$ cat config.mk
export PLATFORM = sky130hd
export DESIGN_NAME = csd_status_ctrl
export DESIGN_NICKNAME = d
export VERILOG_FILES = /design/src/verilog/csd_pkg.sv /design/src/verilog/csd_status_ctrl.sv /design/src/verilog/csd_pulse_timer.sv
export SDC_FILE = /design/constraint.sdc
export NUM_CORES = 1
export LEC_CHECK = 0
export BUFFER_PORTS_ARGS = -buffer_cell sky130_fd_sc_hd__buf_2
export CORE_UTILIZATION = 45
export DETAILED_ROUTE_END_ITERATION = 8
export SYNTH_ARGS = -nofsm -noshare
export SYNTH_HDL_FRONTEND = slang
export SYNTH_SLANG_ARGS = --single-unit
$ cat constraint.sdc
create_clock -name clk -period 2.45 [get_ports clk]
set_input_delay 0.6125 -clock clk [delete_from_list [all_inputs] [get_ports clk]]
set_output_delay 0.6125 -clock clk [all_outputs]
set_load 0.005 [all_outputs]
$ cat src/verilog/csd_pkg.sv
package csd_pkg;
  // timing
  localparam int unsigned CLK_HZ           = 20_000_000;
  localparam int unsigned FAULT_PULSE_US   = 128;
  localparam int unsigned FAULT_PULSE_CYC  = (FAULT_PULSE_US * (CLK_HZ / 1_000_000));
  localparam int unsigned SOFTSTART_US     = 100;
  localparam int unsigned SOFTSTART_CYC    = (SOFTSTART_US * (CLK_HZ / 1_000_000));
  localparam int unsigned REF_UP_US        = 10;
  localparam int unsigned REF_UP_CYC       = (REF_UP_US * (CLK_HZ / 1_000_000));
  localparam int unsigned DISCH_US         = 50;
  localparam int unsigned DISCH_CYC        = (DISCH_US * (CLK_HZ / 1_000_000));
  localparam int unsigned BTN_RESET_MS     = 4;
  localparam int unsigned BTN_RESET_CYC    = (BTN_RESET_MS * (CLK_HZ / 1_000));
  // reset values
  localparam logic [1:0]  SYS_RANGE_RST    = 2'h0;
  localparam logic [3:0]  CODE_A_RST       = 4'h0;
  // buck sequencer states, gray from OFF up to DISCH, two bits change from DISCH back to OFF
  typedef enum logic [2:0] {
    CSD_BK_OFF    = 3'b000,
    CSD_BK_REF    = 3'b001,
    CSD_BK_SOFT   = 3'b011,
    CSD_BK_RUN    = 3'b010,
    CSD_BK_DISCH  = 3'b110
  } csd_buck_st_t;
endpackage

$ cat src/verilog/csd_status_ctrl.sv
// Summary of operation
// - status outputs valid only after good start-up
// - power good low when input in window
// - mirror select makes power good follow button
// - charging and enable hold interrupt low
// - enable zero hides charge status
// - charge done or disabled releases interrupt
// - recharge indicated same as first charge
// - each fault starts a 128 us pulse; a fault mid pulse restarts it
// - battery only, disable low gives high-z mode
// - aux output kept, control pin still works
// - disable input pulled down when floating
// - input present, disable low enables charging
// - input present, disable high stops charging
// - buck switching gated by test enable bit
// - enable: reference, soft-start, switching, ramp
// - disable: shutdown and discharge output
// - system rail re-enabled by input or button
// - range and code fields set system voltage
// - timer fault pulses, clears on toggle
module csd_status_ctrl #(
  parameter int unsigned BTN_RESET_CYCLES = csd_pkg::BTN_RESET_CYC,
  parameter int unsigned SYS_CODE_W       = 4
) (
  input  wire logic                  clk,
  input  wire logic                  reset_n,
  // input power comparators
  input  wire logic                  vin_above_uvlo,
  input  wire logic                  vin_above_bat_slp,
  input  wire logic                  vin_below_ovp,
  input  wire logic                  bat_present,
  // start-up result
  input  wire logic                  startup_done,
  input  wire logic                  startup_fault,
  // charger status and events
  input  wire logic                  charging,
  input  wire logic                  recharging,
  input  wire logic                  fault_event,
  input  wire logic                  safety_timer_fault,
  // configuration bits
  input  wire logic                  pg_mirror_sel,
  input  wire logic                  charge_int_en,
  input  wire logic                  buck_out_en,
  input  wire logic [1:0]            sys_range_sel,
  input  wire logic [SYS_CODE_W-1:0] code_a,
  // pins
  input  wire logic                  button_in_n,
  input  wire logic                  chip_disable_n,
  input  wire logic                  chip_disable_floating,
  input  wire logic                  aux_switch_ctrl,
  input  wire logic                  sys_disable_req,
  // open-drain outputs, enable high while pulling low
  output logic                       power_good_n_o,
  output logic                       power_good_n_oe,
  output logic                       host_int_n_o,
  output logic                       host_int_n_oe,
  // power-stage controls
  output logic                       charge_en,
  output logic                       hiz_mode,
  output logic                       mid_rail_en,
  output logic                       system_rail_en,
  output logic                       bat_disch_on,
  output logic                       aux_output_en,
  output logic                       ref_en,
  output logic                       soft_start,
  output logic                       buck_switch_node_en,
  output logic                       buck_disch,
  output logic [1:0]                 sys_range_out,
  output logic [SYS_CODE_W-1:0]      sys_code_out,
  output logic                       safety_fault_latched
);
  logic                  status_valid_r;   // start-up reached good state
  logic                  int_block_r;      // start-up ended in fault
  logic                  cd_eff;           // disable pin after pull-down
  logic                  vin_good;         // input within window
  logic                  cd_prev_r;        // for toggle detect
  logic                  vin_prev_r;       // for toggle detect
  logic                  fault_evt;        // new fault this cycle, after good start-up
  logic                  pulse_busy;       // fault pulse running
  logic                  sys_off_r;        // system rail held off
  logic [22:0]           btn_cnt_r;        // button low hold counter
  logic [15:0]           seq_cnt_r;        // buck sequencer timer
  logic                  buck_req;         // buck should run
  csd_pkg::csd_buck_st_t bk_r;             // buck state
  csd_pkg::csd_buck_st_t bk_nxt;           // buck next state

  // refuse parameter values the counters and fields cannot hold
  if (BTN_RESET_CYCLES < 1 || BTN_RESET_CYCLES >= (1 << 23))
  begin
    $error("csd_status_ctrl: BTN_RESET_CYCLES out of range");
  end
  if (SYS_CODE_W < 1 || SYS_CODE_W > 8)
  begin
    $error("csd_status_ctrl: SYS_CODE_W out of range");
  end

  // floating pin reads low through the weak pull-down
  assign cd_eff   = chip_disable_n && !chip_disable_floating;
  assign vin_good = vin_above_uvlo && vin_above_bat_slp && vin_below_ovp;

  // start-up qualification; a fault start blocks interrupts until reset
  always_ff @(posedge clk or negedge reset_n)
  begin
    if (!reset_n)
    begin
      status_valid_r <= 1'b0;
      int_block_r    <= 1'b0;
    end
    else if (!status_valid_r && !int_block_r)
    begin
      if (startup_fault)
        int_block_r <= 1'b1;
      else if (startup_done)
        status_valid_r <= 1'b1;
    end
  end

  // toggle history for fault clearing
  always_ff @(posedge clk or negedge reset_n)
  begin
    if (!reset_n)
    begin
      cd_prev_r  <= 1'b0;
      vin_prev_r <= 1'b0;
    end
    else
    begin
      cd_prev_r  <= cd_eff;
      vin_prev_r <= vin_good;
    end
  end

  // safety-timer fault latch; a new fault wins over a same-cycle toggle
  always_ff @(posedge clk or negedge reset_n)
  begin
    if (!reset_n)
      safety_fault_latched <= 1'b0;
    else if (safety_timer_fault)
      safety_fault_latched <= 1'b1;
    else if ((cd_eff != cd_prev_r) || (vin_good != vin_prev_r))
      safety_fault_latched <= 1'b0;
  end

  // only the rising edge of a safety fault counts as a new event
  assign fault_evt = status_valid_r &&
                     (fault_event || (safety_timer_fault && !safety_fault_latched));

  csd_pulse_timer #(
    .CYCLES (csd_pkg::FAULT_PULSE_CYC),
    .WIDTH  (12)
  ) u_pulse (
    .clk     (clk),
    .reset_n (reset_n),
    .start   (fault_evt),
    .busy    (pulse_busy)
  );

  // power good pin: window detect or mirrored button
  always_ff @(posedge clk or negedge reset_n)
  begin
    if (!reset_n)
      power_good_n_oe <= 1'b0;
    else if (!status_valid_r)
      power_good_n_oe <= 1'b0;
    else if (pg_mirror_sel)
      power_good_n_oe <= !button_in_n;
    else
      power_good_n_oe <= vin_good;
  end

  // open-drain: data always low, only the enable moves
  always_ff @(posedge clk or negedge reset_n)
  begin
    if (!reset_n)
    begin
      power_good_n_o <= 1'b0;
      host_int_n_o   <= 1'b0;
    end
    else
    begin
      power_good_n_o <= 1'b0;
      host_int_n_o   <= 1'b0;
    end
  end

  // interrupt pin: fault pulse overrides, then charge status
  always_ff @(posedge clk or negedge reset_n)
  begin
    if (!reset_n)
      host_int_n_oe <= 1'b0;
    else if (!status_valid_r)
      host_int_n_oe <= 1'b0;
    // busy alone, so the pin stays low exactly one pulse length, not one more
    else if (pulse_busy)
      host_int_n_oe <= 1'b1;
    else if (charge_int_en && charge_en && (charging || recharging))
      host_int_n_oe <= 1'b1;
    else
      host_int_n_oe <= 1'b0;
  end

  // charge enable and high-z mode from the disable pin
  always_ff @(posedge clk or negedge reset_n)
  begin
    if (!reset_n)
    begin
      charge_en    <= 1'b0;
      hiz_mode     <= 1'b0;
      bat_disch_on <= 1'b0;
      mid_rail_en  <= 1'b0;
    end
    else
    begin
      // a latched timer fault keeps charging off until cleared
      charge_en    <= vin_good && !cd_eff && !safety_fault_latched;
      hiz_mode     <= !vin_good && bat_present && !cd_eff;
      bat_disch_on <= !vin_good && bat_present && !cd_eff;
      mid_rail_en  <= vin_good || bat_present;
    end
  end

  // aux output follows its control pin in every mode, so state persists
  always_ff @(posedge clk or negedge reset_n)
  begin
    if (!reset_n)
      aux_output_en <= 1'b0;
    else
      aux_output_en <= aux_switch_ctrl;
  end

  // button hold counter for re-enabling the system rail
  always_ff @(posedge clk or negedge reset_n)
  begin
    if (!reset_n)
      btn_cnt_r <= '0;
    else if (button_in_n)
      btn_cnt_r <= '0;
    else if (btn_cnt_r != 23'(BTN_RESET_CYCLES))
      btn_cnt_r <= btn_cnt_r + 1'b1;
  end

  // system rail off latch: only input power or long press revives it
  always_ff @(posedge clk or negedge reset_n)
  begin
    if (!reset_n)
      sys_off_r <= 1'b0;
    else if (vin_good && !vin_prev_r)
      sys_off_r <= 1'b0;
    else if (btn_cnt_r == 23'(BTN_RESET_CYCLES))
      sys_off_r <= 1'b0;
    else if (sys_disable_req)
      sys_off_r <= 1'b1;
  end

  // test-only enable gates the converter along with the rail latch
  assign buck_req = buck_out_en && !sys_off_r;

  // buck sequencer next state
  always_comb
  begin
    bk_nxt = bk_r;
    case (bk_r)
      csd_pkg::CSD_BK_OFF:
        if (buck_req)
          bk_nxt = csd_pkg::CSD_BK_REF;
      csd_pkg::CSD_BK_REF:
        if (!buck_req)
          bk_nxt = csd_pkg::CSD_BK_DISCH;
        else if (seq_cnt_r == 16'h0000)
          bk_nxt = csd_pkg::CSD_BK_SOFT;
      csd_pkg::CSD_BK_SOFT:
        if (!buck_req)
          bk_nxt = csd_pkg::CSD_BK_DISCH;
        else if (seq_cnt_r == 16'h0000)
          bk_nxt = csd_pkg::CSD_BK_RUN;
      csd_pkg::CSD_BK_RUN:
        if (!buck_req)
          bk_nxt = csd_pkg::CSD_BK_DISCH;
      csd_pkg::CSD_BK_DISCH:
        // full discharge before restart so the ramp starts at zero
        if (seq_cnt_r == 16'h0000)
          bk_nxt = csd_pkg::CSD_BK_OFF;
      default:
        bk_nxt = csd_pkg::CSD_BK_OFF;
    endcase
  end

  // buck state register
  always_ff @(posedge clk or negedge reset_n)
  begin
    if (!reset_n)
      bk_r <= csd_pkg::CSD_BK_OFF;
    else
      bk_r <= bk_nxt;
  end

  // phase timer, loaded on every state change
  always_ff @(posedge clk or negedge reset_n)
  begin
    if (!reset_n)
      seq_cnt_r <= '0;
    else if (bk_nxt != bk_r)
    begin
      case (bk_nxt)
        csd_pkg::CSD_BK_REF:   seq_cnt_r <= 16'(csd_pkg::REF_UP_CYC - 1);
        csd_pkg::CSD_BK_SOFT:  seq_cnt_r <= 16'(csd_pkg::SOFTSTART_CYC - 1);
        csd_pkg::CSD_BK_DISCH: seq_cnt_r <= 16'(csd_pkg::DISCH_CYC - 1);
        default:               seq_cnt_r <= '0;
      endcase
    end
    else if (seq_cnt_r != '0)
      seq_cnt_r <= seq_cnt_r - 1'b1;
  end

  // buck controls registered from next state
  always_ff @(posedge clk or negedge reset_n)
  begin
    if (!reset_n)
    begin
      ref_en              <= 1'b0;
      soft_start          <= 1'b0;
      buck_switch_node_en <= 1'b0;
      buck_disch          <= 1'b0;
      system_rail_en      <= 1'b0;
    end
    else
    begin
      ref_en              <= (bk_nxt != csd_pkg::CSD_BK_OFF) &&
                             (bk_nxt != csd_pkg::CSD_BK_DISCH);
      soft_start          <= (bk_nxt == csd_pkg::CSD_BK_SOFT);
      buck_switch_node_en <= (bk_nxt == csd_pkg::CSD_BK_SOFT) ||
                             (bk_nxt == csd_pkg::CSD_BK_RUN);
      buck_disch          <= (bk_nxt == csd_pkg::CSD_BK_DISCH);
      system_rail_en      <= (bk_nxt == csd_pkg::CSD_BK_RUN);
    end
  end

  // output voltage setting passed to the converter
  always_ff @(posedge clk or negedge reset_n)
  begin
    if (!reset_n)
    begin
      sys_range_out <= csd_pkg::SYS_RANGE_RST;
      sys_code_out  <= SYS_CODE_W'(csd_pkg::CODE_A_RST);
    end
    else
    begin
      sys_range_out <= sys_range_sel;
      sys_code_out  <= code_a;
    end
  end
endmodule

$ cat src/verilog/csd_pulse_timer.sv
// one-shot timer: start loads the count, busy holds while counting down
module csd_pulse_timer #(
  parameter int unsigned CYCLES = 2560,
  parameter int unsigned WIDTH  = 12
) (
  input  wire logic clk,
  input  wire logic reset_n,
  input  wire logic start,
  output logic      busy
);
  logic [WIDTH-1:0] cnt_r;  // cycles left

  // refuse a pulse length the counter cannot hold
  if (CYCLES < 1 || CYCLES >= (1 << WIDTH))
  begin
    $error("csd_pulse_timer: CYCLES does not fit WIDTH");
  end

  // restart on every start, even mid pulse
  always_ff @(posedge clk or negedge reset_n)
  begin
    if (!reset_n)
      cnt_r <= '0;
    else if (start)
      cnt_r <= WIDTH'(CYCLES);
    else if (cnt_r != '0)
      cnt_r <= cnt_r - 1'b1;
  end

  // busy registered from start and the counter state
  always_ff @(posedge clk or negedge reset_n)
  begin
    if (!reset_n)
      busy <= 1'b0;
    else
      busy <= start || (cnt_r > 1);
  end
endmodule

# After elaboration in Yosys (flattened, before gate mapping)
# Cells that the tools add are included.
# Widths: inputs -> output; s select.
dict set report classes {
  n_bitwise 1
  n_lt_le_gt_ge 1
  muxes 25
  reduce_logical 42
  addsub 3
  n_eq_ne 14
}
# op n
set ops {}
lappend ops {{$mux 23} 2}
lappend ops {{$pmux 11 s3} 1}
lappend ops {{$mux 16} 2}
lappend ops {{$mux 12} 2}
lappend ops {{$add 23x1->23 const B} 1}
lappend ops {{$eq 23x17->1 const B} 1}
lappend ops {{$ne 23x17->1 const B} 1}
lappend ops {{$mux 3} 7}
lappend ops {{$logic_not 16->1} 1}
lappend ops {{$reduce_bool 16->1} 1}
lappend ops {{$sub 16x1->16 const B} 1}
lappend ops {{$logic_and 1x1->1} 15}
lappend ops {{$pmux 3 s5} 1}
lappend ops {{$eq 3x2->1 const B} 4}
lappend ops {{$gt 12x1->1 const B} 1}
lappend ops {{$reduce_bool 12->1} 1}
lappend ops {{$sub 12x1->12 const B} 1}
lappend ops {{$mux 1} 10}
lappend ops {{$logic_not 1->1} 9}
lappend ops {{$reduce_bool 2->1} 4}
lappend ops {{$eq 3x1->1 const B} 2}
lappend ops {{$eq 3x3->1 const B} 2}
lappend ops {{$logic_or 1x1->1} 6}
lappend ops {{$reduce_bool 3->1} 2}
lappend ops {{7 further kinds} 8}
dict set report totals {
  output_inout_bits 21
  reg_bits 78
}

# Longest topological paths before layout
# Gate-level depths: netlist of run 1.
dict set report depth {
  ltp_word 7
  depth_mapped 8
  depth_no_buf 7
}

# By module
# From an unflattened synthesis of run 1, not the netlist that was laid out.
dict set report unflattened {
  cells_unflattened 397
  area_unflattened_um2 3917.5
}
# module seq_area_each_um2 area_per_inst_um2 cells_each n_inst
set modules_own_cells {}
lappend modules_own_cells {csd_status_ctrl 1626.6 3175.5 326 1}
lappend modules_own_cells {csd_pulse_timer 325.3 742.0 71 1}

# Worst setup path before layout of run 1
# OpenSTA, ideal clock, no wires.
dict set report synth_path {
  kind {reg-to-reg}
  start {register seq_cnt_r[12]}
  end {register seq_cnt_r[5]}
  n_path_buf 0
  path_slack_ns 0.500
  required_ns 2.323
  period_less_slack_ns 1.950
  stages_incl_launch_ff 6
  t_arrival_ns 1.823
  setup_time_ns 0.127
  path_cell_list {dfrtp_1 or4_4 nor4_4 a21boi_0 nor4_1 nor3_1}
}
dict set report synth_between {
  elab_chain_cells 7
  elab_cells_between_ends 15
  cone_classes {eq/ne: 4; mux: 8; reduce/logical: 3}
}
# item line_no
set synth_rtl {}
lappend synth_rtl {{start: declaration} csd_status_ctrl.sv:82} ;# logic [15:0] seq_cnt_r;
lappend synth_rtl {{start signal: assignment} csd_status_ctrl.sv:305} ;# csd_pkg::CSD_BK_REF: seq_cnt_r <= 16'(csd_pkg::REF_UP_CYC - 1);
lappend synth_rtl {{start signal: assignment} csd_status_ctrl.sv:306} ;# csd_pkg::CSD_BK_SOFT: seq_cnt_r <= 16'(csd_pkg::SOFTSTART_CYC - 1);
lappend synth_rtl {{start signal: assignment} csd_status_ctrl.sv:307} ;# csd_pkg::CSD_BK_DISCH: seq_cnt_r <= 16'(csd_pkg::DISCH_CYC - 1);
lappend synth_rtl {{$logic_not 16->1} {csd_status_ctrl.sv:269, csd_status_ctrl.sv:274, csd_status_ctrl.sv:281}}
lappend synth_rtl {{$mux 3 (on tied branches)} {csd_status_ctrl.sv:274, csd_status_ctrl.sv:269}}
lappend synth_rtl {{$mux 3 (on tied branches)} {csd_status_ctrl.sv:272, csd_status_ctrl.sv:267}}
lappend synth_rtl {{$pmux 3 s5} csd_status_ctrl.sv:262} ;# case (bk_r)
lappend synth_rtl {{$eq 3x3->1, or another cell as far along} csd_status_ctrl.sv:304} ;# case (bk_nxt)
lappend synth_rtl {{$pmux 11 s3} csd_status_ctrl.sv:304}
lappend synth_rtl {{$mux 16} csd_status_ctrl.sv:302} ;# else if (bk_nxt != bk_r)
# Parallel ways exist; a longest one is shown, timed or not.
# A chain may end at the register's enable or synchronous reset.

# Worst setup path in the final report of run 1
# Same ends and word-level chain as after synthesis.

==> flow_metrics.tcl, run 1 <==
set metrics [dict create \
    status "complete, no violations" \
    fin_nets 493 \
    layout_common_cells "dfrtp_1, nor2_1, buf_2, nand2_1, nor3_1" \
    rsz0062_at_grt "false" \
    final_common_cell "dfrtp_1" \
    slew_headroom_pct 63.1 \
    hold_viol 0 \
    wl_mm 8.46 \
    hold_ws_ns 0.132 \
    die_h_um 95.7 \
    worst_slew_pin_slew_ns 0.549 \
    final_max_slew_viol_count 0 \
    drt_iter0_drc 165 \
    antenna_left 0 \
    synth_area_um2 3950 \
    vias 3137 \
    placed_cells 555 \
    synth_edf_count 0 \
    worstReg2RegStart "seq_cnt_r[12]" \
    final.setup.tns_ns 0 \
    vias_per_cell 5.49 \
    overflow 0 \
    grt_start_max_net_pins 57 \
    cts.sinks 78 \
    r2r_cells 5 \
    grt.busiest_layer "met2" \
    ys_warn_count 0 \
    clkTransAtPathRegs_ns 0.09 \
    cts_made_buffers 9 \
    synthToLayoutAreaGrowth_pct 14.8 \
    start_kind "flip-flop" \
    synth_cell_types 56 \
    critPathMaxFanout 7 \
    ctsLongestPathBuffers 2 \
    gr-usage-all-layers_pct 20.6 \
    synth_top_flop_cell "dfrtp_1" \
    postSynthAreaPerCell_um2 9.74 \
    setup_viol 0 \
    rrSetupSlack_ns 0.21 \
    std_cell_rows 33 \
    required_ns 2.69 \
    drc 0 \
    power_mw 3.67 \
    initial_utilization_pct 47.4 \
    grt_pass1_vias 3030 \
    fp.dieW_um 95.7 \
    ys_seq_elements 78 \
    r2r_end "seq_cnt_r[5]" \
    root_buffer "clkbuf_8" \
    htreeDepth 3 \
    clkLatencyLatePin_ns 0.36 \
    critPathArrivalTime_ns 2.47 \
    die_area_um2 9160 \
    grtUsageMet1_pct 28.3 \
    layout-drive-gt1-share_pct 18.5 \
    cts_tree "done" \
    drtPass1Iterations 4 \
    power_density_nw_per_um2 809 \
    post-route-util_pct 54.4 \
    cts_setup_buffers 0 \
    path_class "reg2reg" \
    wl_per_cell_um 14.8 \
    end_kind "flip-flop" \
    layoutNonFillerInstCount 571 \
    place_congestion 0.856 \
    min_path_type "in2async" \
    synth_cells 406 \
    ioPinCount 47 \
    postCtsHoldBufs 0 \
    fin_crit_ns 2.24 \
    antenna_found_initial 0 \
    fin_skew_ns 0.0108 \
    cap_violations 0 \
    ir_drop_uv 394 \
    core_area_um2 8340 \
    grtUsageMet3_pct 4.90 \
    use_met2_pct 32.1 \
    dp_hpwl_mm 5.84 \
    p_leak_nw 1.97 \
    async_reset_ff_share_pct 100 \
    synth_seq_area_share_pct 49.4 \
    clock.fmax_ghz 0.447 \
    ctsResizeCount 0 \
    io_buffer_count 44 \
    period_share_pct 91.3 \
    grt_pass1_wl_mm 14.4 \
    antennaDiodeCount 0 \
]
==> worst max-delay path: stages, from the launching register on <==
cell and delay, ns:
dfrtp_1 0.43, or4_4 0.58, nor4_4 0.50, a21boi_0 0.24, nor4_1 0.28, nor3_1 0.08
==> worst max path at each step <==
stage / start / end / slack (ns) / cells past startpoint
3_3_place_gp: buck_out_en / seq_cnt_r[0] / 0.33 / 6
2_1_floorplan: seq_cnt_r[12] / seq_cnt_r[5] / 0.50 / 5
5_1_grt: seq_cnt_r[12] / seq_cnt_r[5] / 0.17 / 5
4_1_cts: seq_cnt_r[12] / seq_cnt_r[5] / 0.25 / 5
6_report: seq_cnt_r[12] / seq_cnt_r[5] / 0.21 / 5
3_5_place_dp: buck_out_en / seq_cnt_r[0] / 0.26 / 6
==> layout make-up <==
class | count | area, um2
Sequential cell | 78 | 1950
Multi-Input combinational cell | 298 | 1880
Tap cell | 105 | 131
Clock buffer | 9 | 124
Inverter | 17 | 63.8
Timing Repair Buffer | 57 | 333
Fill cell | 758 | 3800
Clock inverter | 7 | 56.3
==> logic make-up after synthesis <==
| group | count (synthesis) | synth area share, % |
|---|---|---|
| other | 1 | 0.0949 |
| adders and majority gates | 6 | 1.90 |
| buffers and inverters | 31 | 3.26 |
| xor gates and xnor gates | 37 | 8.20 |
| and+or+nand+nor | 179 | 23.8 |
| AOI/OAI and AO/OA | 69 | 12.0 |
| muxes | 5 | 1.33 |
| DFF | 78 | 49.4 |
==> synthesized netlist by cell type, types with 6 or more instances <==
cell type | count | area [um2]
a211oi_1 | 6 | 45.0
a21oi_1 | 17 | 85.1
and3_1 | 6 | 37.5
clkbuf_1 | 8 | 30.0
dfrtp_1 | 78 | 1950
ha_1 | 6 | 75.1
inv_1 | 16 | 60.1
nand2_1 | 23 | 86.3
nand3_1 | 13 | 65.1
nand4_1 | 10 | 62.6
nor2_1 | 59 | 221
nor3_1 | 20 | 100
nor4_1 | 11 | 68.8
o21ai_0 | 14 | 70.1
or3_1 | 6 | 37.5
xnor2_1 | 18 | 158
xor2_1 | 19 | 166
==> power by group <==
| part | switching [mW] | total [mW] | internal, mW |
|---|---|---|---|
| clock | 0.530 | 0.911 | 0.380 |
| sequential | 0.194 | 1.64 | 1.44 |
| combinational | 0.628 | 1.12 | 0.492 |
==> metal layers <==
metal	routed length, um	up-vias
met5	0	-
met4	127	0
met3	484	11
met2	3690	97
met1	4150	1479
li1	-	1550
==> through the flow <==
stage | setup slack, ns | area, um2
after CTS | 0.252 | 4540
after global placement | 0.329 | 4360
after floorplan | 0.500 | 3960
final | 0.214 | 4540
after global routing | 0.173 | 4540
after detailed placement | 0.259 | 4360
==> sequential cells by signal (all words and copies together) (netlist names), 2 cells and up <==
| register | count |
|---|---|
| u_pulse.cnt_r | 12 |
| btn_cnt_r | 23 |
| seq_cnt_r | 16 |
| sys_code_out | 4 |
| bk_r | 3 |
| sys_range_out | 2 |
Note: power is estimated with default switching activity, not from simulation.
==> inputs of run 2 (changes only) <==
==> constraint.sdc (replaced) <==
create_clock -name clk -period 2.82 [get_ports clk]
set_input_delay 0.705 -clock clk [delete_from_list [all_inputs] [get_ports clk]]
set_output_delay 0.705 -clock clk [all_outputs]
set_load 0.005 [all_outputs]
==> flow_metrics.tcl, run 2 (synthesis gave the netlist of run 1 again) <==
set metrics [dict create \
    multi_input_area_um2 1880 \
    layout_common_cells "dfrtp_1, nor2_1, buf_2, nand2_1, nor3_1" \
    critPathLaunch "seq_cnt_r[2]" \
    seqCellArea_um2 1950 \
    fin_skew_ns 0.0138 \
    gr-usage-all-layers_pct 19.7 \
    largest_register "btn_cnt_r" \
    vias_per_cell 5.52 \
    path_class "reg2reg" \
    antenna_left 0 \
    ctsResizeCount 0 \
    setup_viol 0 \
    placed_cells 549 \
    rsz0062_at_grt "false" \
    cap_violations 0 \
    reg_top3 "btn_cnt_r: 23 flops, seq_cnt_r: 16 flops, u_pulse.cnt_r: 12 flops" \
    final.setup.tns_ns 0 \
    status "complete, no violations" \
    cts_made_buffers 9 \
    final.fill_count 772 \
    drt_iter0_drc 119 \
    period_share_pct 78.7 \
    layout-drive-gt1-share_pct 17.4 \
    fin_crit_ns 2.22 \
    htreeDepth 3 \
    worst_slew_pin_slew_ns 0.707 \
    clkLatencyLatePin_ns 0.35 \
    initial_utilization_pct 47.4 \
    ir_drop_uv 294 \
    root_buffer "clkbuf_8" \
    dp_hpwl_mm 5.74 \
    place_congestion 0.913 \
    clock.fmax_ghz 0.450 \
    grt_pass1_wl_mm 13.7 \
    io_buffer_count 44 \
    critPathMaxFanout 9 \
    wl_mm 8.15 \
    std_cell_rows 33 \
    worstReg2RegStart "seq_cnt_r[2]" \
    endpoint "seq_cnt_r[9]" \
    die_h_um 95.7 \
    grt_pass1_vias 2900 \
    r2r_end "seq_cnt_r[9]" \
    start_kind "flip-flop" \
    required_ns 3.05 \
    min_path_type "in2async" \
    cts.sinks 78 \
    final_max_slew_viol_count 0 \
    power_density_nw_per_um2 707 \
    hold_viol 0 \
    die_area_um2 9160 \
    antenna_found_initial 0 \
    clkTransAtPathRegs_ns 0.09 \
    slew_headroom_pct 52.7 \
    drc 0 \
    r2r_cells 5 \
    grt_start_max_net_pins 43 \
    fin_nets 487 \
    ctsLongestPathBuffers 2 \
    wl_per_cell_um 14.4 \
    rrSetupSlack_ns 0.60 \
    fp.dieW_um 95.7 \
    critPathArrivalTime_ns 2.45 \
    cts_tree "done" \
    drtPass1Iterations 4 \
    vias 3118 \
    ioPinCount 47 \
    p_leak_nw 1.95 \
    end_kind "flip-flop" \
    postCtsHoldBufs 0 \
    synthToLayoutAreaGrowth_pct 14.2 \
    overflow 0 \
    layoutNonFillerInstCount 565 \
    core_area_um2 8340 \
    post-route-util_pct 54.1 \
    cts_setup_buffers 0 \
    largest_reg_flops 23 \
    antennaDiodeCount 0 \
    final_common_cell "dfrtp_1" \
]
run 2: cell count changes in the layout (fill, tap and decap cells not counted):
cell	previous run	this run
clkinv_4	2	1
bufinv_16	0	1
buf_4	13	7
run 2: worst min-delay path by stage:
stage                start               end  slack, ns  depth (start not counted)
6_report           reset_n  sys_range_out[1]       0.33                          1
5_1_grt            reset_n     aux_output_en       0.36                          1
4_1_cts            reset_n  sys_range_out[1]       0.33                          1
3_5_place_dp   int_block_r       int_block_r       0.45                          1
3_3_place_gp   int_block_r       int_block_r       0.45                          1
2_1_floorplan      reset_n     aux_output_en       0.41                          0
run 2: worst max-delay path, stage by stage, from the launching register on:
cell	delay, ns
dfrtp_1	0.46
nor4_4	0.48
nand2_1	0.29
nor2_1	0.41
nor3_1	0.11
or3_1	0.35
run 2: report_power, final:
part | total (mW) | switching (mW) | internal, mW
clock network | 0.863 | 0.445 | 0.419
logic | 0.878 | 0.492 | 0.386
registers | 1.45 | 0.197 | 1.25
total | 3.19 | 1.13 | 2.06
run 2: layout make-up:
cell class / count / share of cell area, %
flip-flops and latches: 78 / 43.3
multi-input cells: 298 / 41.6
repair buffers: 51 / 6.38
well taps: 105 / 2.91
clock buffers: 9 / 2.75
clock inverters: 7 / 1.72
inverters: 17 / 1.41
run 2: layer usage:
metal / GRT usage (%) / vias to the layer above / part of all wire, %
li1: - / 1534 / -
met1: 27.3 / 1473 / 50
met2: 29.8 / 98 / 43
met3: 4.58 / 13 / 5.7
met4: 7.84 / 0 / 1.4
met5: 0 / - / 0
run 2: stage by stage:
stage	setup slack, ns	instance area [um2]	power [mW]	hold slack (ns)
floorplan	0.809	3960	2.09	0.409
CTS	0.624	4510	3.22	0.335
global route	0.442	4510	3.39	0.360
global placement	0.602	4310	2.33	0.447
detailed placement	0.572	4310	2.34	0.449
finish	0.600	4510	3.19	0.333
